<file path="config.mk">
export PLATFORM = sky130hd
export DESIGN_NAME = pdu_channel_regs
export DESIGN_NICKNAME = d
export VERILOG_FILES = /design/src/rtl/pdu_pkg.sv /design/src/rtl/pdu_channel_regs.sv
export VERILOG_INCLUDE_DIRS = /design/src /design/src/rtl
export SDC_FILE = /design/constraint.sdc
export NUM_CORES = 1
export LEC_CHECK = 0
export BUFFER_PORTS_ARGS = -buffer_cell sky130_fd_sc_hd__buf_2
export CAP_MARGIN = 30
export CORE_ASPECT_RATIO = 0.6
export CORE_MARGIN = 5
export CORE_UTILIZATION = 25
export DETAILED_ROUTE_END_ITERATION = 8
export HOLD_SLACK_MARGIN = 0.05
export PLACE_DENSITY = 0.46
export SLEW_MARGIN = 20
export SYNTH_ARGS = -nofsm -noshare
export SYNTH_HDL_FRONTEND = slang
export SYNTH_SLANG_ARGS = --single-unit
</file>
<file path="constraint.sdc">
create_clock -name clk -period 3.6 [get_ports clk]
set_input_delay 0.36 -clock clk [delete_from_list [all_inputs] [get_ports clk]]
set_output_delay 0.36 -clock clk [all_outputs]
set_load 0.01 [all_outputs]
</file>
<file path="src/rtl/pdu_consts.svh">
`ifndef PDU_CONSTS_SVH
`define PDU_CONSTS_SVH
`define PDU_OFF_RX_ADDR   8'h00
`define PDU_OFF_RX_CNT    8'h04
`define PDU_OFF_TX_ADDR   8'h08
`define PDU_OFF_TX_CNT    8'h0c
`define PDU_OFF_RXF_ADDR  8'h10
`define PDU_OFF_RXF_CNT   8'h14
`define PDU_OFF_TXF_ADDR  8'h18
`define PDU_OFF_TXF_CNT   8'h1c
`define PDU_OFF_CTRL      8'h20
`define PDU_OFF_STAT      8'h24
`define PDU_OFF_MODE      8'h28
`define PDU_OFF_FLAGS     8'h2c
`define PDU_BIT_RX_ON     0
`define PDU_BIT_RX_OFF    1
`define PDU_BIT_TX_ON     8
`define PDU_BIT_TX_OFF    9
`define PDU_BIT_HALF      0
`define PDU_BIT_SIZE_LO   4
`define PDU_BIT_SIZE_HI   5
`define PDU_BIT_RX_DONE   0
`define PDU_BIT_RX_ALL    1
`define PDU_BIT_TX_DONE   2
`define PDU_BIT_TX_ALL    3
`define PDU_CNT_ZERO      16'h0000
`define PDU_CNT_ONE       16'h0001
`define PDU_ADDR_ZERO     32'h0000_0000
`define PDU_STEP_BYTE     32'h0000_0001
`define PDU_STEP_HALF     32'h0000_0002
`define PDU_STEP_WORD     32'h0000_0004
`endif

</file>
<file path="src/rtl/pdu_pkg.sv">
package pdu_pkg;
   typedef logic [31:0] pdu_addr_t;
   typedef logic [15:0] pdu_cnt_t;
   typedef enum logic [1:0] {
      PDU_SZ_BYTE,
      PDU_SZ_HALF,
      PDU_SZ_WORD,
      PDU_SZ_RSVD
   } pdu_size_e;
   typedef enum {
      PDU_IDLE,
      PDU_RX_BUS,
      PDU_TX_BUS
   } pdu_state_e;
   // one buffer descriptor: where and how many
   typedef struct packed {
      pdu_addr_t addr;
      pdu_cnt_t  cnt;
   } pdu_desc_s;
   // request to the bus matrix
   typedef struct packed {
      logic      valid;
      logic      write;
      pdu_addr_t addr;
      pdu_size_e size;
   } pdu_bus_req_s;
   // flags back to the serial peripheral
   typedef struct packed {
      logic rx_block_done_flag;
      logic rx_all_buffers_done_flag;
      logic tx_block_done_flag;
      logic tx_all_buffers_done_flag;
   } pdu_flags_s;
endpackage

</file>
<file path="src/rtl/pdu_channel_regs.sv">
`include "pdu_consts.svh"
`timescale 1ns/1ps
`default_nettype none
module pdu_channel_regs
   import pdu_pkg::*;
(
   input  wire logic         clk,        // 20 MHz
   input  wire logic         rstn,       // async reset, low
   input  wire logic         psel,       // apb select
   input  wire logic         penable,    // apb access phase
   input  wire logic         pwrite,     // apb direction
   input  wire logic [7:0]   paddr,      // apb byte address
   input  wire logic [31:0]  pwdata,     // apb write data
   output logic              pready,     // apb ready
   output logic [31:0]       prdata,     // apb read data
   output logic              pslverr,    // apb error
   input  wire logic         rx_ready,   // peripheral has rx item
   input  wire logic         tx_ready,   // peripheral wants tx item
   output var pdu_bus_req_s  bus_req,    // matrix request
   input  wire logic         bus_done,   // matrix item moved
   output var pdu_flags_s    flags,      // flags to peripheral
   output logic              rx_on,      // rx requests enabled
   output logic              tx_on       // tx requests enabled
);
   pdu_desc_s  rx_cur_r, tx_cur_r, rx_nxt_r, tx_nxt_r;
   logic       rx_on_r, tx_on_r, half_r;
   pdu_size_e  size_r;
   pdu_state_e state_r;
   pdu_flags_s flags_r;
   logic       wr, rd, ok;
   logic       w_rxc, w_txc, w_rxn, w_txn, w_ctrl;
   logic       rx_go, tx_go, rx_item, tx_item;
   logic       c_rx_on, c_rx_off, c_tx_on, c_tx_off;
   pdu_addr_t  step;
   pdu_desc_s  rx_src, tx_src, rxn_src, txn_src;

   assign wr = psel && penable && pwrite;
   assign rd = psel && penable && !pwrite;
   assign w_rxc = wr && (paddr == `PDU_OFF_RX_CNT);
   assign w_txc = wr && (paddr == `PDU_OFF_TX_CNT);
   assign w_rxn = wr && (paddr == `PDU_OFF_RXF_CNT);
   assign w_txn = wr && (paddr == `PDU_OFF_TXF_CNT);
   assign w_ctrl = wr && (paddr == `PDU_OFF_CTRL);
   assign c_rx_on = w_ctrl && pwdata[`PDU_BIT_RX_ON];
   assign c_rx_off = w_ctrl && pwdata[`PDU_BIT_RX_OFF];
   assign c_tx_on = w_ctrl && pwdata[`PDU_BIT_TX_ON];
   assign c_tx_off = w_ctrl && pwdata[`PDU_BIT_TX_OFF];

   always_comb begin
      unique case (paddr)
         `PDU_OFF_RX_ADDR, `PDU_OFF_RX_CNT, `PDU_OFF_TX_ADDR,
         `PDU_OFF_TX_CNT, `PDU_OFF_RXF_ADDR, `PDU_OFF_RXF_CNT,
         `PDU_OFF_TXF_ADDR, `PDU_OFF_TXF_CNT, `PDU_OFF_CTRL,
         `PDU_OFF_STAT, `PDU_OFF_MODE, `PDU_OFF_FLAGS: ok = 1'b1;
         default: ok = 1'b0;
      endcase
   end

   // in half duplex the rx copy is the one storage; tx names alias it
   assign rx_src = rx_cur_r;
   assign tx_src = half_r ? rx_cur_r : tx_cur_r;
   assign rxn_src = rx_nxt_r;
   assign txn_src = half_r ? rx_nxt_r : tx_nxt_r;

   always_comb begin
      unique case (size_r)
         PDU_SZ_HALF: step = `PDU_STEP_HALF;
         PDU_SZ_WORD: step = `PDU_STEP_WORD;
         default:     step = `PDU_STEP_BYTE;
      endcase
   end

   // a channel may start only with requests on and count nonzero
   assign rx_go = rx_on_r && (rx_src.cnt != `PDU_CNT_ZERO);
   assign tx_go = tx_on_r && (tx_src.cnt != `PDU_CNT_ZERO);
   assign rx_item = (state_r == PDU_RX_BUS) && bus_done;
   assign tx_item = (state_r == PDU_TX_BUS) && bus_done;

   // apb: zero wait states, error on unmapped address
   always_ff @(posedge clk or negedge rstn) begin
      if (!rstn) begin
         pready  <= 1'b0;
         pslverr <= 1'b0;
         prdata  <= `PDU_ADDR_ZERO;
      end else begin
         pready  <= psel && !penable;
         pslverr <= psel && !penable && !ok;
         prdata  <= `PDU_ADDR_ZERO;
         if (psel && !penable && !pwrite) begin
            unique case (paddr)
               `PDU_OFF_RX_ADDR:  prdata <= rx_src.addr;
               `PDU_OFF_RX_CNT:   prdata <= {16'h0000, rx_src.cnt};
               `PDU_OFF_TX_ADDR:  prdata <= tx_src.addr;
               `PDU_OFF_TX_CNT:   prdata <= {16'h0000, tx_src.cnt};
               `PDU_OFF_RXF_ADDR: prdata <= rxn_src.addr;
               `PDU_OFF_RXF_CNT:  prdata <= {16'h0000, rxn_src.cnt};
               `PDU_OFF_TXF_ADDR: prdata <= txn_src.addr;
               `PDU_OFF_TXF_CNT:  prdata <= {16'h0000, txn_src.cnt};
               `PDU_OFF_STAT: begin
                  prdata[`PDU_BIT_RX_ON] <= rx_on_r;
                  prdata[`PDU_BIT_TX_ON] <= tx_on_r;
               end
               `PDU_OFF_MODE: begin
                  prdata[`PDU_BIT_HALF] <= half_r;
                  prdata[`PDU_BIT_SIZE_HI:`PDU_BIT_SIZE_LO] <= size_r;
               end
               `PDU_OFF_FLAGS: begin
                  prdata[`PDU_BIT_RX_DONE] <= flags_r.rx_block_done_flag;
                  prdata[`PDU_BIT_RX_ALL]
                     <= flags_r.rx_all_buffers_done_flag;
                  prdata[`PDU_BIT_TX_DONE] <= flags_r.tx_block_done_flag;
                  prdata[`PDU_BIT_TX_ALL]
                     <= flags_r.tx_all_buffers_done_flag;
               end
               default: prdata <= `PDU_ADDR_ZERO;
            endcase
         end
      end
   end

   // mode register; a write takes effect at any time, whatever the channel enables
   always_ff @(posedge clk or negedge rstn) begin
      if (!rstn) begin
         half_r <= 1'b0;
         size_r <= PDU_SZ_BYTE;
      end else if (wr && paddr == `PDU_OFF_MODE) begin
         half_r <= pwdata[`PDU_BIT_HALF];
         size_r <= pdu_size_e'(pwdata[`PDU_BIT_SIZE_HI:`PDU_BIT_SIZE_LO]);
      end
   end

   // enables: off bits win over on bits
   always_ff @(posedge clk or negedge rstn) begin
      if (!rstn) begin
         rx_on_r <= 1'b0;
         tx_on_r <= 1'b0;
      end else if (w_ctrl) begin
         if (half_r) begin
            if (c_rx_off || c_tx_off) begin
               rx_on_r <= 1'b0;
               tx_on_r <= 1'b0;
            end else if (c_rx_on) begin
               rx_on_r <= 1'b1;
               tx_on_r <= 1'b0;
            end else if (c_tx_on) begin
               tx_on_r <= 1'b1;
            end
         end else begin
            if (c_rx_off)
               rx_on_r <= 1'b0;
            else if (c_rx_on)
               rx_on_r <= 1'b1;
            if (c_tx_off)
               tx_on_r <= 1'b0;
            else if (c_tx_on)
               tx_on_r <= 1'b1;
         end
      end
   end

   // bus sequencer: one item at a time, rx served first
   always_ff @(posedge clk or negedge rstn) begin
      if (!rstn) begin
         state_r <= PDU_IDLE;
      end else begin
         unique case (state_r)
            PDU_IDLE:
               if (rx_go && rx_ready)
                  state_r <= PDU_RX_BUS;
               else if (tx_go && tx_ready)
                  state_r <= PDU_TX_BUS;
            PDU_RX_BUS, PDU_TX_BUS:
               if (bus_done)
                  state_r <= PDU_IDLE;
         endcase
      end
   end

   always_ff @(posedge clk or negedge rstn) begin
      if (!rstn) begin
         bus_req <= '0;
      end else begin
         bus_req.valid <= 1'b0;
         bus_req.size  <= size_r;
         if (state_r == PDU_IDLE && rx_go && rx_ready) begin
            bus_req.valid <= 1'b1;
            bus_req.write <= 1'b1;
            bus_req.addr  <= rx_src.addr;
         end else if (state_r == PDU_IDLE && tx_go && tx_ready) begin
            bus_req.valid <= 1'b1;
            bus_req.write <= 1'b0;
            bus_req.addr  <= tx_src.addr;
         end else if (state_r != PDU_IDLE && !bus_done) begin
            bus_req.valid <= 1'b1;
         end
      end
   end

   // descriptors; software write beats a same-cycle hardware update
   generate
      for (genvar d = 0; d < 2; d++) begin : g_dir
         pdu_desc_s cur_nxt, fol_nxt;
         logic      item;
         logic [7:0] o_ca, o_cc, o_fa, o_fc;
         pdu_desc_s  cur_q, fol_q;
         logic       hit, shared;
         assign o_ca = d ? `PDU_OFF_TX_ADDR  : `PDU_OFF_RX_ADDR;
         assign o_cc = d ? `PDU_OFF_TX_CNT   : `PDU_OFF_RX_CNT;
         assign o_fa = d ? `PDU_OFF_TXF_ADDR : `PDU_OFF_RXF_ADDR;
         assign o_fc = d ? `PDU_OFF_TXF_CNT  : `PDU_OFF_RXF_CNT;
         assign item = d ? (tx_item && !half_r)
                         : (rx_item || (half_r && tx_item));
         assign cur_q = d ? tx_cur_r : rx_cur_r;
         assign fol_q = d ? tx_nxt_r : rx_nxt_r;
         // half duplex routes tx writes to the shared rx copy
         assign hit = d ? !half_r : 1'b1;
         assign shared = (d == 0) && half_r;
         always_comb begin
            cur_nxt = cur_q;
            fol_nxt = fol_q;
            if (item) begin
               cur_nxt.addr = cur_q.addr + step;
               cur_nxt.cnt  = cur_q.cnt - `PDU_CNT_ONE;
               if (cur_q.cnt == `PDU_CNT_ONE &&
                   fol_q.cnt != `PDU_CNT_ZERO) begin
                  cur_nxt = fol_q;
                  fol_nxt = '0;
               end
            end
            if (wr && (hit || d == 0)) begin
               if (paddr == o_ca || (shared && paddr == `PDU_OFF_TX_ADDR))
                  cur_nxt.addr = pwdata;
               if (paddr == o_cc || (shared && paddr == `PDU_OFF_TX_CNT))
                  cur_nxt.cnt = pwdata[15:0];
               if (paddr == o_fa || (shared && paddr == `PDU_OFF_TXF_ADDR))
                  fol_nxt.addr = pwdata;
               if (paddr == o_fc || (shared && paddr == `PDU_OFF_TXF_CNT))
                  fol_nxt.cnt = pwdata[15:0];
            end
         end
         if (d == 0) begin : g_rx
            always_ff @(posedge clk or negedge rstn) begin
               if (!rstn) begin
                  rx_cur_r <= '0;
                  rx_nxt_r <= '0;
               end else begin
                  rx_cur_r <= cur_nxt;
                  rx_nxt_r <= fol_nxt;
               end
            end
         end else begin : g_tx
            always_ff @(posedge clk or negedge rstn) begin
               if (!rstn) begin
                  tx_cur_r <= '0;
                  tx_nxt_r <= '0;
               end else begin
                  tx_cur_r <= cur_nxt;
                  tx_nxt_r <= fol_nxt;
               end
            end
         end
      end
   endgenerate

   // flags: set by the last item, cleared by nonzero count writes;
   // set wins when both land in one cycle
   logic rx_last, tx_last, rx_clr, tx_clr;
   assign rx_last = rx_item && rx_src.cnt == `PDU_CNT_ONE;
   assign tx_last = tx_item && tx_src.cnt == `PDU_CNT_ONE;
   assign rx_clr = (w_rxc || w_rxn) && pwdata[15:0] != `PDU_CNT_ZERO;
   assign tx_clr = (w_txc || w_txn) && pwdata[15:0] != `PDU_CNT_ZERO;
   always_ff @(posedge clk or negedge rstn) begin
      if (!rstn) begin
         flags_r <= '0;
      end else begin
         if (rx_last)
            flags_r.rx_block_done_flag <= 1'b1;
         else if (rx_clr || (half_r && tx_clr))
            flags_r.rx_block_done_flag <= 1'b0;
         if (rx_last && rxn_src.cnt == `PDU_CNT_ZERO)
            flags_r.rx_all_buffers_done_flag <= 1'b1;
         else if (rx_clr || (half_r && tx_clr))
            flags_r.rx_all_buffers_done_flag <= 1'b0;
         if (tx_last)
            flags_r.tx_block_done_flag <= 1'b1;
         else if (tx_clr || (half_r && rx_clr))
            flags_r.tx_block_done_flag <= 1'b0;
         if (tx_last && txn_src.cnt == `PDU_CNT_ZERO)
            flags_r.tx_all_buffers_done_flag <= 1'b1;
         else if (tx_clr || (half_r && rx_clr))
            flags_r.tx_all_buffers_done_flag <= 1'b0;
      end
   end

   always_ff @(posedge clk or negedge rstn) begin
      if (!rstn) begin
         flags <= '0;
         rx_on <= 1'b0;
         tx_on <= 1'b0;
      end else begin
         flags <= flags_r;
         rx_on <= rx_on_r;
         tx_on <= tx_on_r;
      end
   end
endmodule
`default_nettype wire

</file>
==> metrics.md, run 1 <==
| Metric | Value |
|---|---|
| Netlist cell types | `85` |
| Share of cells above drive strength 1 | `17.24%` |
| Largest net degree at the start of global routing | `101` |
| FP Rows | `73` |
| Clock sink count | `279` |
| Final count of hold timing violations | `0` |
| Pre-antenna DRT Iters | `8` |
| Gate Count Post-Synth | `just under 2000` |
| Detailed-route DRC error count | `0` |
| Crit start category | `flip-flop` |
| Initial antenna violation count | `6` |
| TNS Setup | `0 ns` |
| Initial Util | `25.29%` |
| Multi-input logic area | `0.009040 mm^2` |
| Clock Power Share | `33.4%` |
| Post-CTS Setup Bufs | `0` |
| Worst slew pin tran | `0.9934 ns` |
| Avg WL per Cell | `28.53 um` |
| Fin nets | `2164` |
| Period utilisation layout | `around 90%` |
| Clock buffer depth | `3` |
| Maximum VDD drop | `0.2312 mV` |
| Top post-synthesis cells by count | `nand2_1 (347), dfrtp_1 (279), nor2_1 (148), nand3_1 (144), a21oi_1 (128)` |
| WP data arrival | `3.70 ns` |
| Crit path max fanout | `32` |
| Top-area cell type share of the netlist area | `41.58%` |
| Synth area leader | `dfrtp_1` |
| Sequential cell area | `0.006983 mm^2` |
| Number of buffers created by CTS | `34` |
| CP cell instances | `nor4_2 > nand4_1 > and3_1 > a21oi_4 > buf_12 > mux2i_1 > buf_4 > a21oi_1` |
| Power Dens Cells | `533.1 mW/mm^2` |
| Post-Syn Area | `between 0.015 and 0.02 mm^2` |
| Fmax | `306.4 MHz` |
| Worst path max stage delay | `0.71 ns` |
| Setup repair after global routing missed its margin | `no` |
| Synth area leaders | `dfrtp_1 (42%), nand2_1 (7.8%), mux2i_1 (4.9%)` |
| Global route total overflow | `0` |
| DPL Wire Length | `62640 um` |
| Vias per cell | `approximately 5.7` |
| GPL Wtd Cong | `just over 1` |
| IO Count | `roughly 120` |
| Reg power frac | `38.0%` |
| Layout filler cell count | `7086` |
| Clock transition at path regs | `0.06 ns` |
| Root buffer cell | `clkbuf_16` |
| Vias in the first global route | `16201` |
| Most common flop cell mapped by yosys | `dfrtp_1` |
| P_sw | `3.978 mW` |
| Syn Nets | `2049` |
| Leak | `9.042 nW` |
| Pint | `6.716 mW` |
| Net Sw Frac | `37.20%` |
| CP required | `4.03 ns` |
| CP max stage cell | `nor4_2` |
| CTS tree | `built` |
| R2r worst-path depth | `8` |
| Ys async rst share | `100.0%` |
| Tightest Hold Check Type | `in2reg` |
| YS warnings | `0` |
| Count leader, synth | `nand2_1` |
| Port bufs | `123` |
| CORE AREA | `0.06640 mm^2` |
| DRT iter0 DRCs | `2600` |
| Critical path class | `reg2reg` |
| Final setup violation count | `0` |
| Seq/Total Area, Yosys | `approximately 42%` |
| Count of final max-slew check failures | `0` |
| Post-CTS Resized | `0` |
| WL final | `86350 um` |
| Clock Latency Late Sink | `between 0.5 and 0.6 ns` |
| Syn avg cell area | `8.455 um^2` |
| Combinational share of power | `28.7%` |
| Hold Path Depth | `3` |
| #FFs+latches synth | `279` |
| Number of routed nets with antenna violations | `0` |
| Final Skew | `0.02803 ns` |
| Hold Crit Start | `psel` |
| Detailed-route via count | `~17000` |
| Reg2reg end | `bus_req[9]` |
| P&R area growth vs syn | `19.46%` |
| MaxCap Viol Count | `0` |
| Crit. End Element | `flip-flop` |
| GRT Total Usage | `a little under a quarter` |
| First-pass GRT wire length | `123100 um` |
| Worst R2R Start | `g_dir[0].cur_q[11]` |
| Overall power | `10.69 mW` |
| Die width | `between 300 and 400 um` |
| Tmin final | `3.263 ns` |
| Worst Hold End | `pready` |
| Die Area | `0.07262 mm^2` |
| Status | `completed` |
| Die Span Y | `210.8 um` |
| H-tree depth | `2` |
| Max-slew headroom | `33.78%` |
| Post-synth EDFFs | `0` |
| FF-to-FF setup slack | `around 0.34 ns` |
[how the worst max path moves through the flow]
stage / startpoint / endpoint / slack, ns / cells past startpoint
2_1_floorplan: size_r[0] / g_dir[0].cur_q[46] / 0.91 / 11
3_3_place_gp: paddr[1] / prdata[12] / 0.23 / 8
3_5_place_dp: paddr[1] / prdata[12] / 0.42 / 8
4_1_cts: size_r[0] / g_dir[1].cur_q[46] / 0.47 / 10
5_1_grt: g_dir[0].cur_q[11] / bus_req[9] / 0.22 / 8
6_report: g_dir[0].cur_q[11] / bus_req[9] / 0.34 / 8
[through the flow]
step / util, % / setup WS, ns / cells / instance area, um^2 / hold slack (ns)
floorplan: - / 0.9109 / 1986 / 16790 / 0.06441
global placement: 28.41 / 0.2273 / 2955 / 18870 / 0.4666
detailed placement: 28.43 / 0.4200 / 2957 / 18880 / 0.4657
CTS: 30.19 / 0.4682 / 3022 / 20050 / 0.05238
global route: 30.20 / 0.2247 / 3024 / 20050 / 0.08215
finish: 30.21 / 0.3365 / 3027 / 20060 / 0.07685
[timing repair]
action / 4_1_cts / 5_1_grt
setup endpoints to repair: 0 / 0
hold buffers: 7 / 0
endpoints found under the hold margin: 105 / 0
[metal layers]
metal  vias to the layer above  routed length [um]  track usage [%]
met5                         -                  13                0
met3                        88               10760            6.994
met1                      8694               42980            38.08
li1                       7436                   -                -
met2                      1060               31290            28.83
met4                         2                1305            4.247
[kinds of logic after synthesis]
family,after synthesis,synth area share [%]
flip-flops,279,41.58
AND/OR/NAND/NOR,849,24.46
buffers and inverters,196,5.044
adder cells (fa/ha/maj),15,1.118
AO/OA/AOI/OAI,507,19.60
XOR/XNOR,39,2.034
multiplexers,101,6.162
[registers in the layout, indices dropped and copies added, names as in the netlist, 2 cells and up]
name and count:
bus_req 36, flags 4, size_r 2, g_dir.fol_q 96, flags_r 4, prdata 32
state_r 2, g_dir.cur_q 96
[critical path, delay by kind of cell (launching register included)]
family                 cells  cell delay (ns)
multiplexers               1             0.37
flip-flops                 1             0.50
buffers and inverters      2             0.45
AND/OR/NAND/NOR            3             1.50
AO/OA/AOI/OAI              2             0.24
[placed cells by master (no fill, tap or decap), types with 10 or more instances in the layout]
| cell | count |
|---|---|
| nor2_1 | 148 |
| o21ai_0 | 108 |
| o221ai_1 | 12 |
| or3_1 | 15 |
| inv_1 | 19 |
| and4_1 | 10 |
| a211oi_1 | 28 |
| nand4_1 | 30 |
| a31oi_1 | 33 |
| xor2_1 | 23 |
| buf_4 | 115 |
| and3_1 | 32 |
| a22oi_1 | 61 |
| o21a_1 | 12 |
| xnor2_1 | 16 |
| mux2i_1 | 82 |
| nor3_1 | 28 |
| a21o_1 | 10 |
| a21oi_1 | 128 |
| dfrtp_1 | 278 |
| buf_2 | 123 |
| mux2_2 | 19 |
| ha_1 | 15 |
| nand3_1 | 144 |
| nor4_1 | 19 |
| clkbuf_16 | 35 |
| o21ai_1 | 10 |
| a221oi_1 | 13 |
| nand2_1 | 347 |
[power groups by stage]
stage | Clock, mW | Combinational, mW | Sequential [mW]
after floorplan | 0 | 1.83 | 3.86
after global placement | 0 | 2.94 | 4.08
after detailed placement | 0 | 2.96 | 4.09
after CTS | 3.65 | 2.99 | 4.03
after global routing | 3.77 | 3.29 | 4.09
final | 3.57 | 3.07 | 4.06
[cell type report]
class / instances / share of cell area, %
Antenna cell: 4 / 0.04990
Multi-Input combinational cell: 1511 / 45.06
Sequential cell: 279 / 34.81
Tap cell: 900 / 5.613
Clock inverter: 9 / 0.5426
Inverter: 19 / 0.3555
Timing Repair Buffer: 256 / 8.638
Clock buffer: 49 / 4.927
Power figures use the tool's default switching activity.
==> run 2, diff against run 1 <==
- ABC_AREA: not set -> 1
==> run 2 against run 1 <==
Clock-buffer cell count decreased by 5. Fmax increased by 5.0%. Flip-flop and latch count unchanged. Synthesized cell count increased by 30%. First-iteration DRC count decreased by 8.5%. Sequential power increased by 2%. Worst hold slack got worse by 0.00069 ns. Largest power group unchanged.
==> metrics.md, run 2 <==
| Metric | Value |
|---|---|
| GPL Wtd Cong | `0.9732 (-3.6%)` |
| Multi-input logic area | `0.009044 mm^2 (about the same)` |
| Top-area cell type share of the netlist area | `39.36% (-2.2 points)` |
| End of the critical path | `g_dir[1].cur_q[34]` |
| TNS Setup | `0 ns (unchanged)` |
| Worst path bufs/invs | `2 (unchanged)` |
| Seq/Total Area, Yosys | `39.36% (-2.2 points)` |
| Crit. End Element | `flip-flop` |
| Worst path max stage delay | `0.53 ns (-0.18 ns)` |
| Max-slew headroom | `30.61% (-3.2 points)` |
| Count leader, synth | `nand2_1` |
| Hold WS | `0.07616 ns (-0.0006935 ns)` |
| CORE AREA | `0.07010 mm^2 (+5.6%)` |
| Post-CTS Setup Bufs | `0 (unchanged)` |
| Clock transition at path regs | `0.08 ns (+0.02 ns)` |
| WP depth | `15 (+7)` |
| Syn avg cell area | `6.852 um^2 (-19%)` |
| Die Area | `0.07656 mm^2 (+5.4%)` |
| Power Dens Cells | `576.1 mW/mm^2 (+8.1%)` |
| Period utilisation layout | `86.37% (-4.3 points)` |
| Post-synth EDFFs | `0 (unchanged)` |
| #FFs+latches synth | `279 (unchanged)` |
| Layout filler cell count | `7755 (+9.4%)` |
| Tmin final | `3.109 ns (-0.1543 ns)` |
| Count of final max-slew check failures | `0 (unchanged)` |
| Detailed-route DRC error count | `0 (unchanged)` |
| Initial antenna violation count | `4 (-2)` |
| Die Span Y | `216.3 um (+2.7%)` |
| Commonest non-fill, non-tap cell in the layout | `nand2_1` |
| Global route total overflow | `0 (unchanged)` |
| Critical path origin | `size_r[1]` |
| Synth area leaders | `dfrtp_1 (39%), nand2_1 (14%), nand3_1 (7.0%)` |
| Root buffer cell | `clkbuf_16` |
| Status | `completed` |
| Worst R2R Start | `size_r[1]` |
| Clock Latency Late Sink | `0.59 ns (+0.03 ns)` |
| Critical path class | `reg2reg` |
| CP cell instances | `inv_1 > ha_1 > xor2_1 > ha_1 > inv_1 > nand2_1 > nand2_1 > nand2_1 > nand2_1 > nor2_2 > nand2_1 > nor2_1 > nand2_1 > nand3_1 > a21oi_1` |
| Die width | `353.9 um (+2.7%)` |
| WL final | `92720 um (+7.4%)` |
| Number of buffers created by CTS | `34 (unchanged)` |
| Pre-antenna DRT Iters | `5 (-3)` |
| Share of cells above drive strength 1 | `11.11% (-6.1 points)` |
| Number of routed nets with antenna violations | `0 (unchanged)` |
| Maximum VDD drop | `0.3097 mV (+34%)` |
| R2r worst-path depth | `15 (+7)` |
| Reg2reg end | `g_dir[1].cur_q[34]` |
| CP required | `4.04 ns (about the same)` |
| CP max stage cell | `nor2_2` |
| Initial Util | `25.31% (about the same)` |
| Commonest non-fill, non-tap cells in the layout | `nand2_1 (681), dfrtp_1 (278), inv_1 (253)` |
| YS warnings | `0 (unchanged)` |
| First-pass GRT wire length | `132400 um (+7.6%)` |
| Top post-synthesis cells by count | `nand2_1 (683), dfrtp_1 (279), inv_1 (253), nand3_1 (247), nor2_1 (234)` |
| Setup repair after global routing missed its margin | `no` |
| Final setup violation count | `0 (unchanged)` |
| Worst slew pin tran | `1.040 ns (+0.04640 ns)` |
| Largest net degree at the start of global routing | `81 (-20%)` |
| Post-Syn Area | `0.01774 mm^2 (+5.6%)` |
| MaxCap Viol Count | `0 (unchanged)` |
| Synth area leader | `dfrtp_1` |
| H-tree depth | `2 (unchanged)` |
| Sequential cell area | `0.006985 mm^2 (about the same)` |
| DRT iter0 DRCs | `2379 (-8.5%)` |
| Fmax | `321.6 MHz (+5.0%)` |
| Netlist cell types | `47 (-45%)` |
| IO Count | `124 (unchanged)` |
| Avg WL per Cell | `25.63 um (-10%)` |
| Vias per cell | `5.304 (-7.1%)` |
| Tightest Hold Check Type | `in2reg` |
| Ys async rst share | `100.0% (unchanged)` |
| Syn Nets | `2652 (+29%)` |
| Port bufs | `123 (unchanged)` |
| CTS tree | `built` |
| Final Skew | `0.03387 ns (+0.005840 ns)` |
| GRT Total Usage | `23.59% (+0.42 points)` |
| Most common flop cell mapped by yosys | `dfrtp_1` |
| Vias in the first global route | `17618 (+8.7%)` |
| Detailed-route via count | `19189 (+11%)` |
| Clock buffer depth | `3 (unchanged)` |
| FP Rows | `75 (+2.7%)` |
| FF-to-FF setup slack | `0.49 ns (+0.15 ns)` |
| Final count of hold timing violations | `0 (unchanged)` |
| P&R area growth vs syn | `16.29%` |
| CP dominant cell by count | `nand2_1` |
| Crit path max-delay family | `simple AND/OR/NAND/NOR gates` |
| Fin nets | `2731 (+26%)` |
| WP data arrival | `3.55 ns (-0.15 ns)` |
| Crit path max fanout | `13 (-59%)` |
| Gate Count Post-Synth | `2589 (+30%)` |
| Leak | `9.670 nW (+6.9%)` |
| Clock sink count | `279 (unchanged)` |
| DPL Wire Length | `70910 um (+13%)` |
| Crit start category | `flip-flop` |
[run 2: changes by cell type in the layout (fill, tap and decap cells not counted), sizes merged, moves of 80 or more]
cell and change:
nor2 +105, nand2 +346, inv +257, nand3 +107
o21ai +177, buf -80, mux2i -81
[run 2: kinds of logic (layout without fill, tap and decap cells)]
family	count (synthesis)	after routing	share of synthesized area, %
simple gates	1297	1297	31.50
compound gates	568	568	17.15
buf+inv	406	508	9.740
flops	279	279	39.36
xor+xnor	23	23	1.136
fa+ha+maj	15	15	1.058
mux	1	1	0.05643
other cells	0	3	0
[run 2: worst min path at each step]
stage	cells after the start	startpoint	slack, ns	end
finish	3	pwdata[22]	0.08	g_dir[1].cur_q[38]
global route	3	pwdata[22]	0.08	g_dir[1].cur_q[38]
CTS	3	pwdata[28]	0.05	g_dir[1].cur_q[44]
detailed placement	0	flags_r[1]	0.37	flags[1]
global placement	0	flags_r[1]	0.36	flags[1]
floorplan	0	rstn	0.06	bus_req[0]
[run 2: metal layers]
metal,vias up,wire [um],track usage [%],part of all wire (%)
met5,-,7,0,0.0075
met4,2,1119,3.353,1.2
met3,76,13800,11.30,15
met2,1039,30330,26.62,33
met1,9371,47460,38.64,51
li1,8701,-,-,-
[run 2: through the flow]
step / utilization, % / cells / setup WS [ns] / instance area, um^2 / total power, mW
after floorplan: - / 2589 / 1.447 / 17740 / 6.295
after global placement: 27.51 / 3550 / 0.6762 / 19280 / 7.705
after detailed placement: 27.51 / 3550 / 0.6299 / 19280 / 7.728
after CTS: 29.37 / 3612 / 0.5665 / 20590 / 11.85
after global routing: 29.42 / 3615 / 0.1906 / 20620 / 12.49
final: 29.43 / 3618 / 0.4908 / 20630 / 11.89
[run 2: power by group]
group / switching [mW] / internal [mW]
logic: 2.57 / 1.08
clock network: 1.58 / 2.52
registers: 0.584 / 3.56
[run 2: layout make-up]
type,instances,share of cell area [%]
clock inverters,15,1.365
repair buffers,171,5.422
inverters,278,5.059
well taps,924,5.604
clock buffers,44,4.810
flip-flops and latches,279,33.86
multi-input cells,1904,43.84
diodes,3,0.03639
[run 2: tightest hold or removal path, cell delays in order]
cell and delay, ns:
buf_2 0.09, nor2_1 0.04, a21oi_1 0.10
[run 2: repair_timing]
item	CTS	global route
endpoints found under the setup margin	0	0
hold endpoints to repair	77	0
resized for setup	0	0
hold buffers	3	0
